## src/inc/tfdc_pkg.sv

```systemverilog
`default_nettype none
package tfdc_pkg;
	// ------------------------------------------------------------
	// register map
	// ------------------------------------------------------------
	localparam logic [7:0] TFDC_FLOOR_ADDR = 8'h21;
	localparam logic [7:0] TFDC_LOCAL_ADDR = 8'h24;
	localparam logic [7:0] TFDC_REMOTE_ADDR = 8'h25;
	localparam logic [7:0] TFDC_LDUTY_ADDR = 8'h30;
	localparam logic [7:0] TFDC_RDUTY_ADDR = 8'h31;
	localparam logic [7:0] TFDC_FLOOR_RST = 8'h55;
	localparam logic [7:0] TFDC_LOCAL_RST = 8'h41;
	localparam logic [7:0] TFDC_REMOTE_RST = 8'h61;
	// ------------------------------------------------------------
	// field layout
	// ------------------------------------------------------------
	localparam int TFDC_THR_MSB = 7;
	localparam int TFDC_THR_LSB = 3;
	localparam int TFDC_SLP_MSB = 2;
	localparam int TFDC_DEG_PER_CODE_LOG2 = 2; // 4 degrees per step
	localparam logic [7:0] TFDC_DUTY_MAX = 8'hff;
endpackage
`default_nettype wire

```

## src/design/tfdc_top.sv

```systemverilog
`timescale 1ns/1ps
`default_nettype none
module tfdc_top (
	input wire logic clk_sys_in,
	input wire logic nrst_in,
	input wire logic [7:0] addr_in,
	input wire logic [7:0] wdata_in,
	input wire logic wr_in,
	input wire logic rd_in,
	input wire logic [7:0] local_temp_in,
	input wire logic [7:0] remote_temp_in,
	output logic [7:0] rdata_out,
	output logic [7:0] local_duty_out,
	output logic [7:0] remote_duty_out
);
	import tfdc_pkg::*;

	logic [7:0] floor_q, floor_d;
	logic [7:0] local_q, local_d;
	logic [7:0] remote_q, remote_d;
	logic [7:0] rdata_q, rdata_d;
	logic [7:0] lduty_q, lduty_d;
	logic [7:0] rduty_q, rduty_d;

	// ------------------------------------------------------------
	// duty law: floor below threshold, linear rise, saturation
	// ------------------------------------------------------------
	function automatic logic [7:0] duty_law(input logic [7:0] temp,
		input logic [7:0] ctl, input logic [7:0] floor);
		logic [7:0] thr;
		logic [8:0] excess;
		logic [17:0] sum;
		logic [5:0] slope;
		thr = {1'b0, ctl[TFDC_THR_MSB:TFDC_THR_LSB], 2'b00};
		excess = {1'b0, temp} - {1'b0, thr};
		case (ctl[TFDC_SLP_MSB:0])
			3'h0: slope = 6'h20;
			3'h1: slope = 6'h10;
			3'h2: slope = 6'h08;
			3'h3: slope = 6'h04;
			default: slope = 6'h02;
		endcase
		if (temp <= thr) begin
			duty_law = floor;
		end else begin
			// widen both factors first so the product cannot wrap
			sum = {10'h000, floor} +
				({10'h000, excess[7:0]} * {12'h000, slope});
			if (sum > 18'(TFDC_DUTY_MAX)) begin
				duty_law = TFDC_DUTY_MAX;
			end else begin
				duty_law = sum[7:0];
			end
		end
	endfunction

	// ------------------------------------------------------------
	// register writes, read mux and duty computation
	// ------------------------------------------------------------
	always_comb begin
		floor_d = floor_q;
		local_d = local_q;
		remote_d = remote_q;
		if (wr_in) begin
			case (addr_in)
				TFDC_FLOOR_ADDR: floor_d = wdata_in;
				TFDC_LOCAL_ADDR: local_d = wdata_in;
				TFDC_REMOTE_ADDR: remote_d = wdata_in;
				default: ;
			endcase
		end
		rdata_d = 8'h00;
		if (rd_in) begin
			case (addr_in)
				TFDC_FLOOR_ADDR: rdata_d = floor_q;
				TFDC_LOCAL_ADDR: rdata_d = local_q;
				TFDC_REMOTE_ADDR: rdata_d = remote_q;
				TFDC_LDUTY_ADDR: rdata_d = lduty_q;
				TFDC_RDUTY_ADDR: rdata_d = rduty_q;
				default: rdata_d = 8'h00;
			endcase
		end
		lduty_d = duty_law(local_temp_in, local_q, floor_q);
		rduty_d = duty_law(remote_temp_in, remote_q, floor_q);
	end

	// registers with reset values
	always_ff @(posedge clk_sys_in or negedge nrst_in) begin
		if (!nrst_in) begin
			floor_q <= TFDC_FLOOR_RST;
			local_q <= TFDC_LOCAL_RST;
			remote_q <= TFDC_REMOTE_RST;
			rdata_q <= 8'h00;
			lduty_q <= TFDC_FLOOR_RST;
			rduty_q <= TFDC_FLOOR_RST;
		end else begin
			floor_q <= floor_d;
			local_q <= local_d;
			remote_q <= remote_d;
			rdata_q <= rdata_d;
			lduty_q <= lduty_d;
			rduty_q <= rduty_d;
		end
	end

	assign rdata_out = rdata_q;
	assign local_duty_out = lduty_q;
	assign remote_duty_out = rduty_q;

	// ------------------------------------------------------------
	// assertions
	// ------------------------------------------------------------
	property p_local_floor;
		@(posedge clk_sys_in) disable iff (!nrst_in)
		(local_temp_in <= {1'b0, local_q[7:3], 2'b00})
			|=> (lduty_q == $past(floor_q));
	endproperty
	a_local_floor: assert property (p_local_floor)
		else $error("local duty not at floor");

	property p_remote_floor;
		@(posedge clk_sys_in) disable iff (!nrst_in)
		(remote_temp_in <= {1'b0, remote_q[7:3], 2'b00})
			|=> (rduty_q == $past(floor_q));
	endproperty
	a_remote_floor: assert property (p_remote_floor)
		else $error("remote duty not at floor");

	property p_local_slope16;
		@(posedge clk_sys_in) disable iff (!nrst_in)
		(local_q[2:0] == 3'h1 && floor_q == 8'h00 &&
			local_temp_in == {1'b0, local_q[7:3], 2'b00} + 8'h01)
			|=> (lduty_q == 8'h10);
	endproperty
	a_local_slope16: assert property (p_local_slope16)
		else $error("local slope wrong");

	property p_remote_slope2;
		@(posedge clk_sys_in) disable iff (!nrst_in)
		(remote_q[2:0] == 3'h4 && floor_q == 8'h00 &&
			remote_temp_in == {1'b0, remote_q[7:3], 2'b00} + 8'h03)
			|=> (rduty_q == 8'h06);
	endproperty
	a_remote_slope2: assert property (p_remote_slope2)
		else $error("remote slope wrong");

	property p_local_write;
		@(posedge clk_sys_in) disable iff (!nrst_in)
		(wr_in && addr_in == TFDC_LOCAL_ADDR)
			|=> (local_q == $past(wdata_in));
	endproperty
	a_local_write: assert property (p_local_write)
		else $error("local register write lost");

	property p_remote_write;
		@(posedge clk_sys_in) disable iff (!nrst_in)
		(wr_in && addr_in == TFDC_REMOTE_ADDR)
			|=> (remote_q == $past(wdata_in));
	endproperty
	a_remote_write: assert property (p_remote_write)
		else $error("remote register write lost");

	property p_floor_read;
		@(posedge clk_sys_in) disable iff (!nrst_in)
		(rd_in && addr_in == TFDC_FLOOR_ADDR && !wr_in)
			|=> (rdata_out == $past(floor_q));
	endproperty
	a_floor_read: assert property (p_floor_read)
		else $error("floor readback wrong");

	property p_saturate;
		@(posedge clk_sys_in) disable iff (!nrst_in)
		(local_q[2:0] == 3'h0 && floor_q == 8'hf0 &&
			local_temp_in == {1'b0, local_q[7:3], 2'b00} + 8'h01)
			|=> (lduty_q == TFDC_DUTY_MAX);
	endproperty
	a_saturate: assert property (p_saturate)
		else $error("duty did not saturate");

	// further points of the duty law and of register access
	property p_local_slope32;
		@(posedge clk_sys_in) disable iff (!nrst_in)
		(local_q[2:0] == 3'h0 && floor_q == 8'h55 &&
			local_temp_in == {1'b0, local_q[7:3], 2'b00} + 8'h01)
			|=> (lduty_q == 8'h75);
	endproperty
	a_local_slope32: assert property (p_local_slope32)
		else $error("local slope32 wrong");

	property p_remote_slope8;
		@(posedge clk_sys_in) disable iff (!nrst_in)
		(remote_q[2:0] == 3'h2 && floor_q == 8'hc0 &&
			remote_temp_in == {1'b0, remote_q[7:3], 2'b00} + 8'h03)
			|=> (rduty_q == 8'hd8);
	endproperty
	a_remote_slope8: assert property (p_remote_slope8)
		else $error("remote slope8 wrong");

	property p_remote_saturate;
		@(posedge clk_sys_in) disable iff (!nrst_in)
		(remote_q[2:0] == 3'h0 && floor_q == 8'hf0 &&
			remote_temp_in == {1'b0, remote_q[7:3], 2'b00} + 8'h01)
			|=> (rduty_q == TFDC_DUTY_MAX);
	endproperty
	a_remote_saturate: assert property (p_remote_saturate)
		else $error("remote duty did not saturate");

	property p_floor_write;
		@(posedge clk_sys_in) disable iff (!nrst_in)
		(wr_in && addr_in == TFDC_FLOOR_ADDR)
			|=> (floor_q == $past(wdata_in));
	endproperty
	a_floor_write: assert property (p_floor_write)
		else $error("floor register write lost");

	property p_local_read;
		@(posedge clk_sys_in) disable iff (!nrst_in)
		(rd_in && addr_in == TFDC_LOCAL_ADDR && !wr_in)
			|=> (rdata_out == $past(local_q));
	endproperty
	a_local_read: assert property (p_local_read)
		else $error("local readback wrong");

	property p_reset_vals;
		@(posedge clk_sys_in)
		$rose(nrst_in) |-> (local_q == TFDC_LOCAL_RST &&
			remote_q == TFDC_REMOTE_RST);
	endproperty
	a_reset_vals: assert property (p_reset_vals)
		else $error("reset values wrong");
endmodule
`default_nettype wire

```

## config.mk

```make
export PLATFORM = sky130hd
export DESIGN_NAME = tfdc_top
export DESIGN_NICKNAME = d
export VERILOG_FILES = /design/src/inc/tfdc_pkg.sv /design/src/design/tfdc_top.sv
export SDC_FILE = /design/constraint.sdc
export NUM_CORES = 1
export LEC_CHECK = 0
export BUFFER_PORTS_ARGS = -buffer_cell sky130_fd_sc_hd__buf_2
export CAP_MARGIN = 20
export CORE_MARGIN = 10
export CORE_UTILIZATION = 55
export CTS_CLUSTER_DIAMETER = 30
export CTS_CLUSTER_SIZE = 12
export DETAILED_ROUTE_END_ITERATION = 8
export PLACE_DENSITY = 0.73
export SYNTH_ARGS = -nofsm -noshare
export SYNTH_HDL_FRONTEND = slang
export SYNTH_SLANG_ARGS = --single-unit
```

## constraint.sdc

```tcl
create_clock -name clk_sys_in -period 10.1 [get_ports clk_sys_in]
set_input_delay 3.03 -clock clk_sys_in [delete_from_list [all_inputs] [get_ports clk_sys_in]]
set_output_delay 3.03 -clock clk_sys_in [all_outputs]
set_load 0.02 [all_outputs]
```

Word level (Yosys, flattened, before mapping). Index checks and enable logic that the tools add are counted. W data, S select, Z words.

Bits in writable memories: 0. Register bits after elaboration: 48. Memory bits (read-only): 0. Input bits: 36. Output and inout bits: 24. Latch bits: 0. Memories: 0. Logic and storage cells: 40.

Add/sub/neg operators: 4. Shift-type cells: 0. Multiplexer cells: 8. $lt $le $gt $ge: 4. Bitwise gates (word level): 0. Reductions and logical operators: 5. Multiply operators: 2. Equal/unequal tests: 11. Divide/modulo/power cells: 0.

Operators by type and width (count): $pmux W6 S4 (2); $eq A8 B6 Y1 const B (5); $mux W8 (5); $pmux W8 S5 (1); $add A8 B14 Y15 (2); $gt A15 B8 Y1 const B (2); $mul A8 B6 Y14 (2); $le A8 B7 Y1 (2); $sub A8 B7 Y8 (2); $eq A3 B2 Y1 const B (4); $eq A3 B1 Y1 const B (2); $logic_not A3 Y1 (2); $reduce_and A2 Y1 (3).

Depth between registers and ports, before layout. Gate-level depths: netlist of the first run.

Depth after elaboration: 7. Mapped depth: 24. Depth with buffers taken out: 22.

Least setup slack after synthesis of the first run. No wires, ideal clock.

Path type: input to register. Start: in local_temp_in[2]. End: reg lduty_q[1] (netlist: local_duty_out[1]). Path slack: 2.145 ns. Cell stages on the path: 21. Data arrival time: 7.820 ns. Setup time: 0.135 ns. Path through: inv_1 -> ha_1 -> inv_1 -> fa_1 -> a21o_1 -> a21oi_1 -> xor2_1 -> nor2_1 -> fa_1 -> fa_1 -> fa_1 -> ha_1 -> ha_1 -> nor2b_2 -> a2111oi_4 -> o211ai_1 -> a311o_1 -> nor3_1 -> and2_1 -> buf_4 -> a31oi_1.

Longest elaborated chain between the ends: 6.

Ends and longest elaborated chain: start, declared (line tfdc_top.sv:10) `input wire logic [7:0] local_temp_in,`; $sub A8 B7 Y8 (line tfdc_top.sv:35) `excess = {1'b0, temp} - {1'b0, thr};`; $mul A8 B6 Y14 (line tfdc_top.sv:48) `({10'h000, excess[7:0]} * {12'h000, slope});`; $add A8 B14 Y15 (line tfdc_top.sv:47) `sum = {10'h000, floor} +`; $gt A15 B8 Y1 (line tfdc_top.sv:49) `if (sum > 18'(TFDC_DUTY_MAX)) begin`; $mux W8 (line tfdc_top.sv:49); $mux W8 (*) (line tfdc_top.sv:43) `if (temp <= thr) begin`; named net lduty_d[1] (line tfdc_top.sv:22) `logic [7:0] lduty_q, lduty_d;`; end signal, assigned (line tfdc_top.sv:101) `lduty_q <= lduty_d;`; end, declared (line tfdc_top.sv:22).

Mark *: on every way through the listed nets, which the timed path passes. The rest lies on a longest branch. A chain may end at the register's enable or synchronous reset.

Worst setup path in the final report of the first run.
Start: in remote_temp_in[2]. End: reg rduty_q[5] (netlist: remote_duty_out[5]).

Longest elaborated chain between the ends: 6.

Ends and longest elaborated chain: start, declared (line tfdc_top.sv:11) `input wire logic [7:0] remote_temp_in,`; $sub A8 B7 Y8 (line tfdc_top.sv:35); $mul A8 B6 Y14 (line tfdc_top.sv:48); $add A8 B14 Y15 (line tfdc_top.sv:47); $gt A15 B8 Y1 (line tfdc_top.sv:49); $mux W8 (line tfdc_top.sv:49); $mux W8 (*) (line tfdc_top.sv:43); named net rduty_d[5] (line tfdc_top.sv:23) `logic [7:0] rduty_q, rduty_d;`; end signal, assigned (line tfdc_top.sv:102) `rduty_q <= rduty_d;`; end, declared (line tfdc_top.sv:23).

Marked as above.

==> results.md, run 1 <==
- Mean Syn Cell Area: slightly above 9 um2
- Post-synthesis sequential area ratio: 0.211
- Total area of sequential cells: 1220 um2
- Top cells by area, synth: ha_1 (19%), fa_1 (17%), dfrtp_1 (13%), dfstp_2 (7.7%), nor2_1 (6.4%)
- Top FF cell, synth: dfrtp_1
- DRC: 0
- Syn Nets: about 800
- Total global routing overflow: 0
- Setup violators final: 0
- Multi-input logic area: 4240 um2
- YS warnings: 0
- Gp weighted congestion: approximately 0.90
- Tcrit/Tclk final: 0.827
- CTS H-tree lvls: 2
- Sequential Power Share: 0.373
- Area Overhead vs Synth: 9.01%
- Power Density: between 90 and 100 nW/um2
- Synth async-reset ratio: 1.00
- Net Switching: about 0.23 mW
- Crit Path Max Fanout: 8
- Clk buf depth: 2
- Routed WL: about 14,000 um
- Leak: 3.14 nW
- Critical path arrival: ~8500 ps
- Cts hold-fix bufs: 0
- Via count: approximately 4,800
- # port buffers: between 50 and 60
- Post-DR wirelength/cell: roughly 17 um
- Share of cells above drive strength 1: 0.186
- Final setup TNS: 0 ps
- Clock transition at path regs: around 80 ps
- Crit. End Element: register
- Core ar.: 10,300 um2
- Ports: 60
- Status: complete, no violations
- Setup repair bufs after CTS: 0
- Min-Delay Path Class: reg -> reg
- CTS buffer count: 5
- Vias in the first global route: around 4,800
- Normalized max-slew margin: 0.339
- RSZ-0062 raised after global routing: false
- Die width: 123 um
- Antenna-violating nets left: 0
- Initial DRC Count: about 450
- Die area: approximately 15,000 um2
- Fin Hold WS: around 560 ps
- Top cell type's share of synthesized area: 0.190
- Yosys top cell by area: ha_1
- Number of synthesized register bits: 48
- Worst setup SP type: input port
- Gr usage total: 0.185
- Cell Area, Synth: about 5800 um2
- Max-Cap Viols: 0
- Fillers: ~880
- Post-layout min period: 8350 ps
- Row cnt: 37
- Syn Inst Count: 621
- Post-layout util: 0.613
- Max VDD drop: 0.000103 V
- Distinct cells, synth: 58
- Clock Tree Root: clkbuf_8
- Clock power frac: 0.193
- Final Hold Vio Count: 0
- Die Span Y: around 120 um
- Number of clock sinks: 48
- Fmax achieved: 0.120 GHz
- Largest net degree at the start of global routing: 49
- Post-CTS Resized: 0
- Final Max Tran Viols: 0
- Via/cell ratio: between 5 and 6
- Global-route wire length before repair: 23,100 um
- Net Sw Frac: 0.389
- Setup Skew: ~12 ps
- Clk Latency, worst-skew pair: between 300 and 400 ps
- Final #Nets: 850
- CTS tree: done
- Post-synth EDFFs: 0
- Initial core utilization: 0.562
- Design area: about 6300 um2
- Worst Path Required: between 10,000 and 15,000 ps
- Crit path kind: in -> reg
- Placed Area: 6220 um2
- DR pass1 iterations: 6
- Antenna Cells: 0
- Worst-Margin Slew: between 900 and 1000 ps
- Internal Power: 0.355 mW
- Initial antenna violation count: 0
- Power Total: roughly 0.58 mW
- Part of the power in combinational logic: 0.434
- DP HPWL: between 10,000 and 15,000 um
through the flow:
stage | setup WS [ps] | instances
finish | 1750 | 815
floorplan | 2150 | 621
global placement | 1550 | 806
global route | 1340 | 815
CTS | 1740 | 814
detailed placement | 1430 | 806
placed cells by master, fill, tap and decap left out, drive strengths merged, types with 17 or more instances in the layout:
cell type,count
inv,78
buf,60
dfstp,17
a21oi,29
mux2,25
a31oi,17
nor2,100
dfrtp,31
fa,48
ha,88
nand2,20
metal layers:
layer / up-vias / GRT usage / wire [um]
met2: 184 / 0.313 / 6490
met1: 2311 / 0.235 / 5730
met5: - / 0 / 0
li1: 2263 / - / -
met4: 0 / 0.0611 / 342
met3: 27 / 0.0312 / 1100
critical path: stages:
cell	delay, ps
buf_2	100
inv_1	50
ha_1	130
inv_1	60
fa_1	390
a21o_1	180
a21oi_1	240
xor2_1	440
nor2_1	120
fa_1	480
fa_1	520
fa_1	490
ha_1	310
ha_1	370
a21oi_1	290
o221ai_2	170
or4_1	420
a31oi_1	180
and3_1	370
a31oi_1	170
sequential cells by signal, indices dropped and copies added (netlist names):
register and cells:
floor_q 8, local_duty_out 8, local_q 8, rdata_out 8
remote_duty_out 8, remote_q 8
worst paths after layout:
kind                       cells after the start               startpoint  slack, ps                            to
setup / recovery                              20        remote_temp_in[2]       1750  remote_duty_out[5]$_DFF_PN0_
hold / removal                                 2   floor_q[2]$_DFFE_PN1P_        560  remote_duty_out[2]$_DFF_PN1_
setup reg to reg                              18  remote_q[3]$_DFFE_PN0P_       4110  remote_duty_out[5]$_DFF_PN0_
hold reg to reg                                2   floor_q[2]$_DFFE_PN1P_        560  remote_duty_out[2]$_DFF_PN1_
max in group asynchronous                      2                  nrst_in       7080   local_duty_out[2]$_DFF_PN1_
min in group asynchronous                      1                  nrst_in       2520        floor_q[3]$_DFFE_PN0P_
synthesized netlist by cell type (all sizes together), types with 2 or more instances:
cell type	number
nor2	100
ha	88
inv	78
fa	48
dfrtp	31
a21oi	29
mux2	25
nand2	20
a31oi	17
dfstp	17
nand3	14
xnor2	13
a21o	11
nand2b	10
a222oi	9
a22oi	8
nor3	8
or2	8
clkbuf	7
o21ai	7
xor2	7
nor2b	6
o21bai	6
nand4	5
o211ai	5
nor3b	4
or3	4
and3	3
buf	3
a211oi	2
a221oi	2
a41oi	2
and2	2
mux2i	2
nor4b	2
o21a	2
o31ai	2
kinds of logic (layout without fill, tap and decap cells):
family	Yosys count	count (layout)	synth area share
and+or+nand+nor	191	191	0.156
buffers and inverters	89	147	0.0597
muxes	27	27	0.0519
AOI/OAI and AO/OA	110	110	0.136
adders and majority gates	136	136	0.355
DFF	48	48	0.211
xor gates and xnor gates	20	20	0.0302
power by group through the flow:
stage	registers, mW	clock network, mW	logic (mW)
floorplan	0.220	0	0.184
global placement	0.220	0	0.241
detailed placement	0.220	0	0.251
CTS	0.216	0.112	0.253
global route	0.217	0.123	0.289
finish	0.217	0.112	0.252
final cells by class:
cell class,count,area share
clock inverter,3,0.00297
clock buffer,5,0.0109
multi-input combinational,484,0.669
inverter,79,0.0469
sequential,48,0.193
timing repair buffer,60,0.0498
tap,136,0.0269
(Power assumes the default switching activity.)
==> run 2, diff against run 1 <==
ABC_AREA = 1   (was unset)
PLACE_DENSITY = 0.76   (was 0.73)
clock period = 7 ns   (was 10.1 ns; I/O delays follow)
==> run 2 against run 1 <==
Effect of this change: register-to-register slack lost 2400 ps; sequential share of layout area down 2.1 points; first-iteration DRC count grew 26%; core utilization grew 1.0 points; total power is 93% higher; count of clock-buffer cells in the layout unchanged; flip-flop and latch count unchanged.
==> results.md, run 2 <==
- Distinct cells, synth: 36 (-38%)
- Routed WL: 15,400 um (+13%)
- Post-DR wirelength/cell: 14.3 um (-15%)
- Leak: 4.06 nW (+29%)
- DR pass1 iterations: 5 (-1)
- Setup Skew: 5.47 ps (-6.92 ps)
- Tcrit/Tclk final: 0.957
- Synth top cells by count: nand2_1 (198), inv_1 (177), ha_1 (88), nor2_1 (88), fa_1 (48)
- Number of clock sinks: 48 (unchanged)
- Clock transition at path regs: 60 ps (-20 ps)
- Die width: 128 um (+4.3%)
- Final Max Tran Viols: 0 (unchanged)
- Commonest non-fill, non-tap cell in the layout: nand2_1
- Path depth of the worst reg2reg path: 26 (+8)
- Worst setup SP type: input port
- CTS buffer count: 5 (unchanged)
- Via/cell ratio: 5.34 (-9.0%)
- Die area: 16,400 um2 (+8.8%)
- Most frequent cells in the layout: nand2_1 (198), inv_1 (177), nor2_1 (88), ha_1 (88), buf_2 (59)
- Syn Inst Count: 872 (+40%)
- Antenna Cells: 0 (unchanged)
- Clk Latency, worst-skew pair: 290 ps (-20 ps)
- Area Overhead vs Synth: 11.0%
- Clk buf depth: 2 (unchanged)
- Top FF cell, synth: dfrtp_1
- Gp weighted congestion: 0.936 (+3.9%)
- Yosys top cell by area: ha_1
- Row cnt: 39 (+5.4%)
- Top cells by area, synth: ha_1 (17%), fa_1 (15%), dfrtp_1 (12%), nand2_1 (12%), inv_1 (10%)
- WHS Path Cells: 2 (unchanged)
- Worst-Margin Slew: 551 ps (-439 ps)
- CTS tree: done
- Share of cells above drive strength 1: 0.159 (-0.0264)
- Die Span Y: 128 um (+4.3%)
- Crit. End Element: register
- Initial antenna violation count: 0 (unchanged)
- Syn Nets: 1,044 (+32%)
- Initial DRC Count: 560 (+26%)
- Critical path arrival: 6870 ps (-1620 ps)
- Post-synthesis sequential area ratio: 0.191 (-0.0200)
- Clock Tree Root: clkbuf_16
- DRC: 0 (unchanged)
- YS warnings: 0 (unchanged)
- Crit Path Max Fanout: 5 (-3)
- Dpl cells: 1,070 (+33%)
- Power Density: 158 nW/um2 (+72%)
- Cell with the most instances after synthesis: nand2_1
- Ports: 60 (unchanged)
- Max VDD drop: 0.000221 V (+120%)
- Power Total: 1.12 mW (+93%)
- Setup violators final: 0 (unchanged)
- Worst Path Required: 7170 ps (-3070 ps)
- Vias in the first global route: 5,514 (+14%)
- Final Hold Vio Count: 0 (unchanged)
- Number of synthesized register bits: 48 (unchanged)
- Normalized max-slew margin: 0.631 (+0.293)
- Post-Layout Cell Count: 1,079 (+32%)
- Post-synth EDFFs: 0 (unchanged)
- Top cell type's share of synthesized area: 0.172 (-0.0180)
- Post-layout min period: 6700 ps
- Status: complete, no violations
- Via count: 5,762 (+20%)
- Setup repair bufs after CTS: 0 (unchanged)
- Min-Delay Path Class: reg -> reg
- Initial core utilization: 0.562 (about the same)
- Core ar.: 11,400 um2 (+11%)
- DP HPWL: 13,100 um (+14%)
- Fmax achieved: 0.149 GHz
- Total global routing overflow: 0 (unchanged)
- Synth async-reset ratio: 1.00 (unchanged)
- Largest net degree at the start of global routing: 49 (unchanged)
- Fillers: 1,038 (+18%)
- # port buffers: 59 (unchanged)
- Gr usage total: 0.188 (+0.00246)
- Cell Area, Synth: 6420 um2 (+11%)
- Final #Nets: 1,107 (+30%)
- Mean Syn Cell Area: 7.36 um2 (-21%)
- Crit path kind: in -> reg
- Global-route wire length before repair: 26,100 um (+13%)
- Final setup TNS: 0 ps (unchanged)
- Max-Cap Viols: 0 (unchanged)
- CTS H-tree lvls: 2 (unchanged)
- Antenna-violating nets left: 0 (unchanged)
[run 2: changes by cell type in the layout (fill, tap and decap cells not counted), moves of 15 or more]
cell     change
nand2_1    +178
inv_1       +99
nand3_1     +29
o21ai_0     +26
mux2_2      -25
nand2_2     +21
a31oi_1     -15
[run 2: path summary, 6_finish.rpt]
check                                   startpoint                           end  slack, ps
setup / recovery                 remote_temp_in[2]  remote_duty_out[3]$_DFF_PN0_        300
hold / removal              floor_q[0]$_DFFE_PN1P_        floor_q[0]$_DFFE_PN1P_        490
setup reg to reg           remote_q[5]$_DFFE_PN1P_  remote_duty_out[3]$_DFF_PN0_       1750
hold reg to reg             floor_q[0]$_DFFE_PN1P_        floor_q[0]$_DFFE_PN1P_        490
max in group asynchronous                  nrst_in   local_duty_out[0]$_DFF_PN1_       4730
min in group asynchronous                  nrst_in        rdata_out[5]$_DFF_PN0_       1710
[run 2: cells by family (layout without fill, tap and decap cells)]
| family | count (synthesis) | after routing | synth area share |
|---|---|---|---|
| simple gates | 412 | 412 | 0.296 |
| buf+inv | 187 | 251 | 0.112 |
| fa+ha+maj | 136 | 136 | 0.321 |
| compound gates | 81 | 81 | 0.0688 |
| flops | 48 | 48 | 0.191 |
| xor+xnor | 8 | 8 | 0.0109 |
[run 2: worst max-delay path, stage by stage]
cell and delay [ps]:
buf_2 90, inv_1 50, ha_1 140, inv_1 60, fa_1 430, a31oi_1 250, xor2_2 290, nor2_1 80
ha_1 290, fa_1 490, inv_1 60, fa_1 490, fa_1 510, inv_1 40, ha_1 360, nand2_1 90
nand2_1 80, a21oi_2 150, nand2_1 90, nand2_1 110, nand2_1 60, nand2_1 70, nand2_2 60, nor2_4 160
nand2_2 90, nand2_4 110, nand2_2 50
[run 2: layout make-up]
class	instances	area [um2]	share of cell area
clock buffers	5	125	0.0176
clock inverters	3	90.1	0.0127
inverters	180	676	0.0949
multi-input cells	637	4490	0.631
flip-flops and latches	48	1220	0.172
well taps	143	179	0.0251
repair buffers	63	338	0.0475
[run 2: where the power goes]
group          switching [mW]  internal, mW
sequential             0.0235         0.308
clock                   0.103         0.241
combinational           0.284         0.162
[run 2: per-stage QoR]
stage	util	worst slack (ps)	cell area, um2	hold slack, ps
2_1_floorplan	-	415	6420	453
3_3_place_gp	0.602	40.0	6870	472
3_5_place_dp	0.602	-48.6	6870	481
4_1_cts	0.620	246	7080	491
5_1_grt	0.623	-7.60	7120	505
6_report	0.623	304	7120	490
[run 2: layer usage]
metal	part of all wire	GRT usage
met1	0.46	0.262
met3	0.068	0.0281
met4	0.015	0.0384
met5	0	0
met2	0.45	0.301
[run 2: what timing repair did]
item                       CTS  global route
hold buffers                 0             0
resized for setup            0             2
setup endpoints to repair    0            10
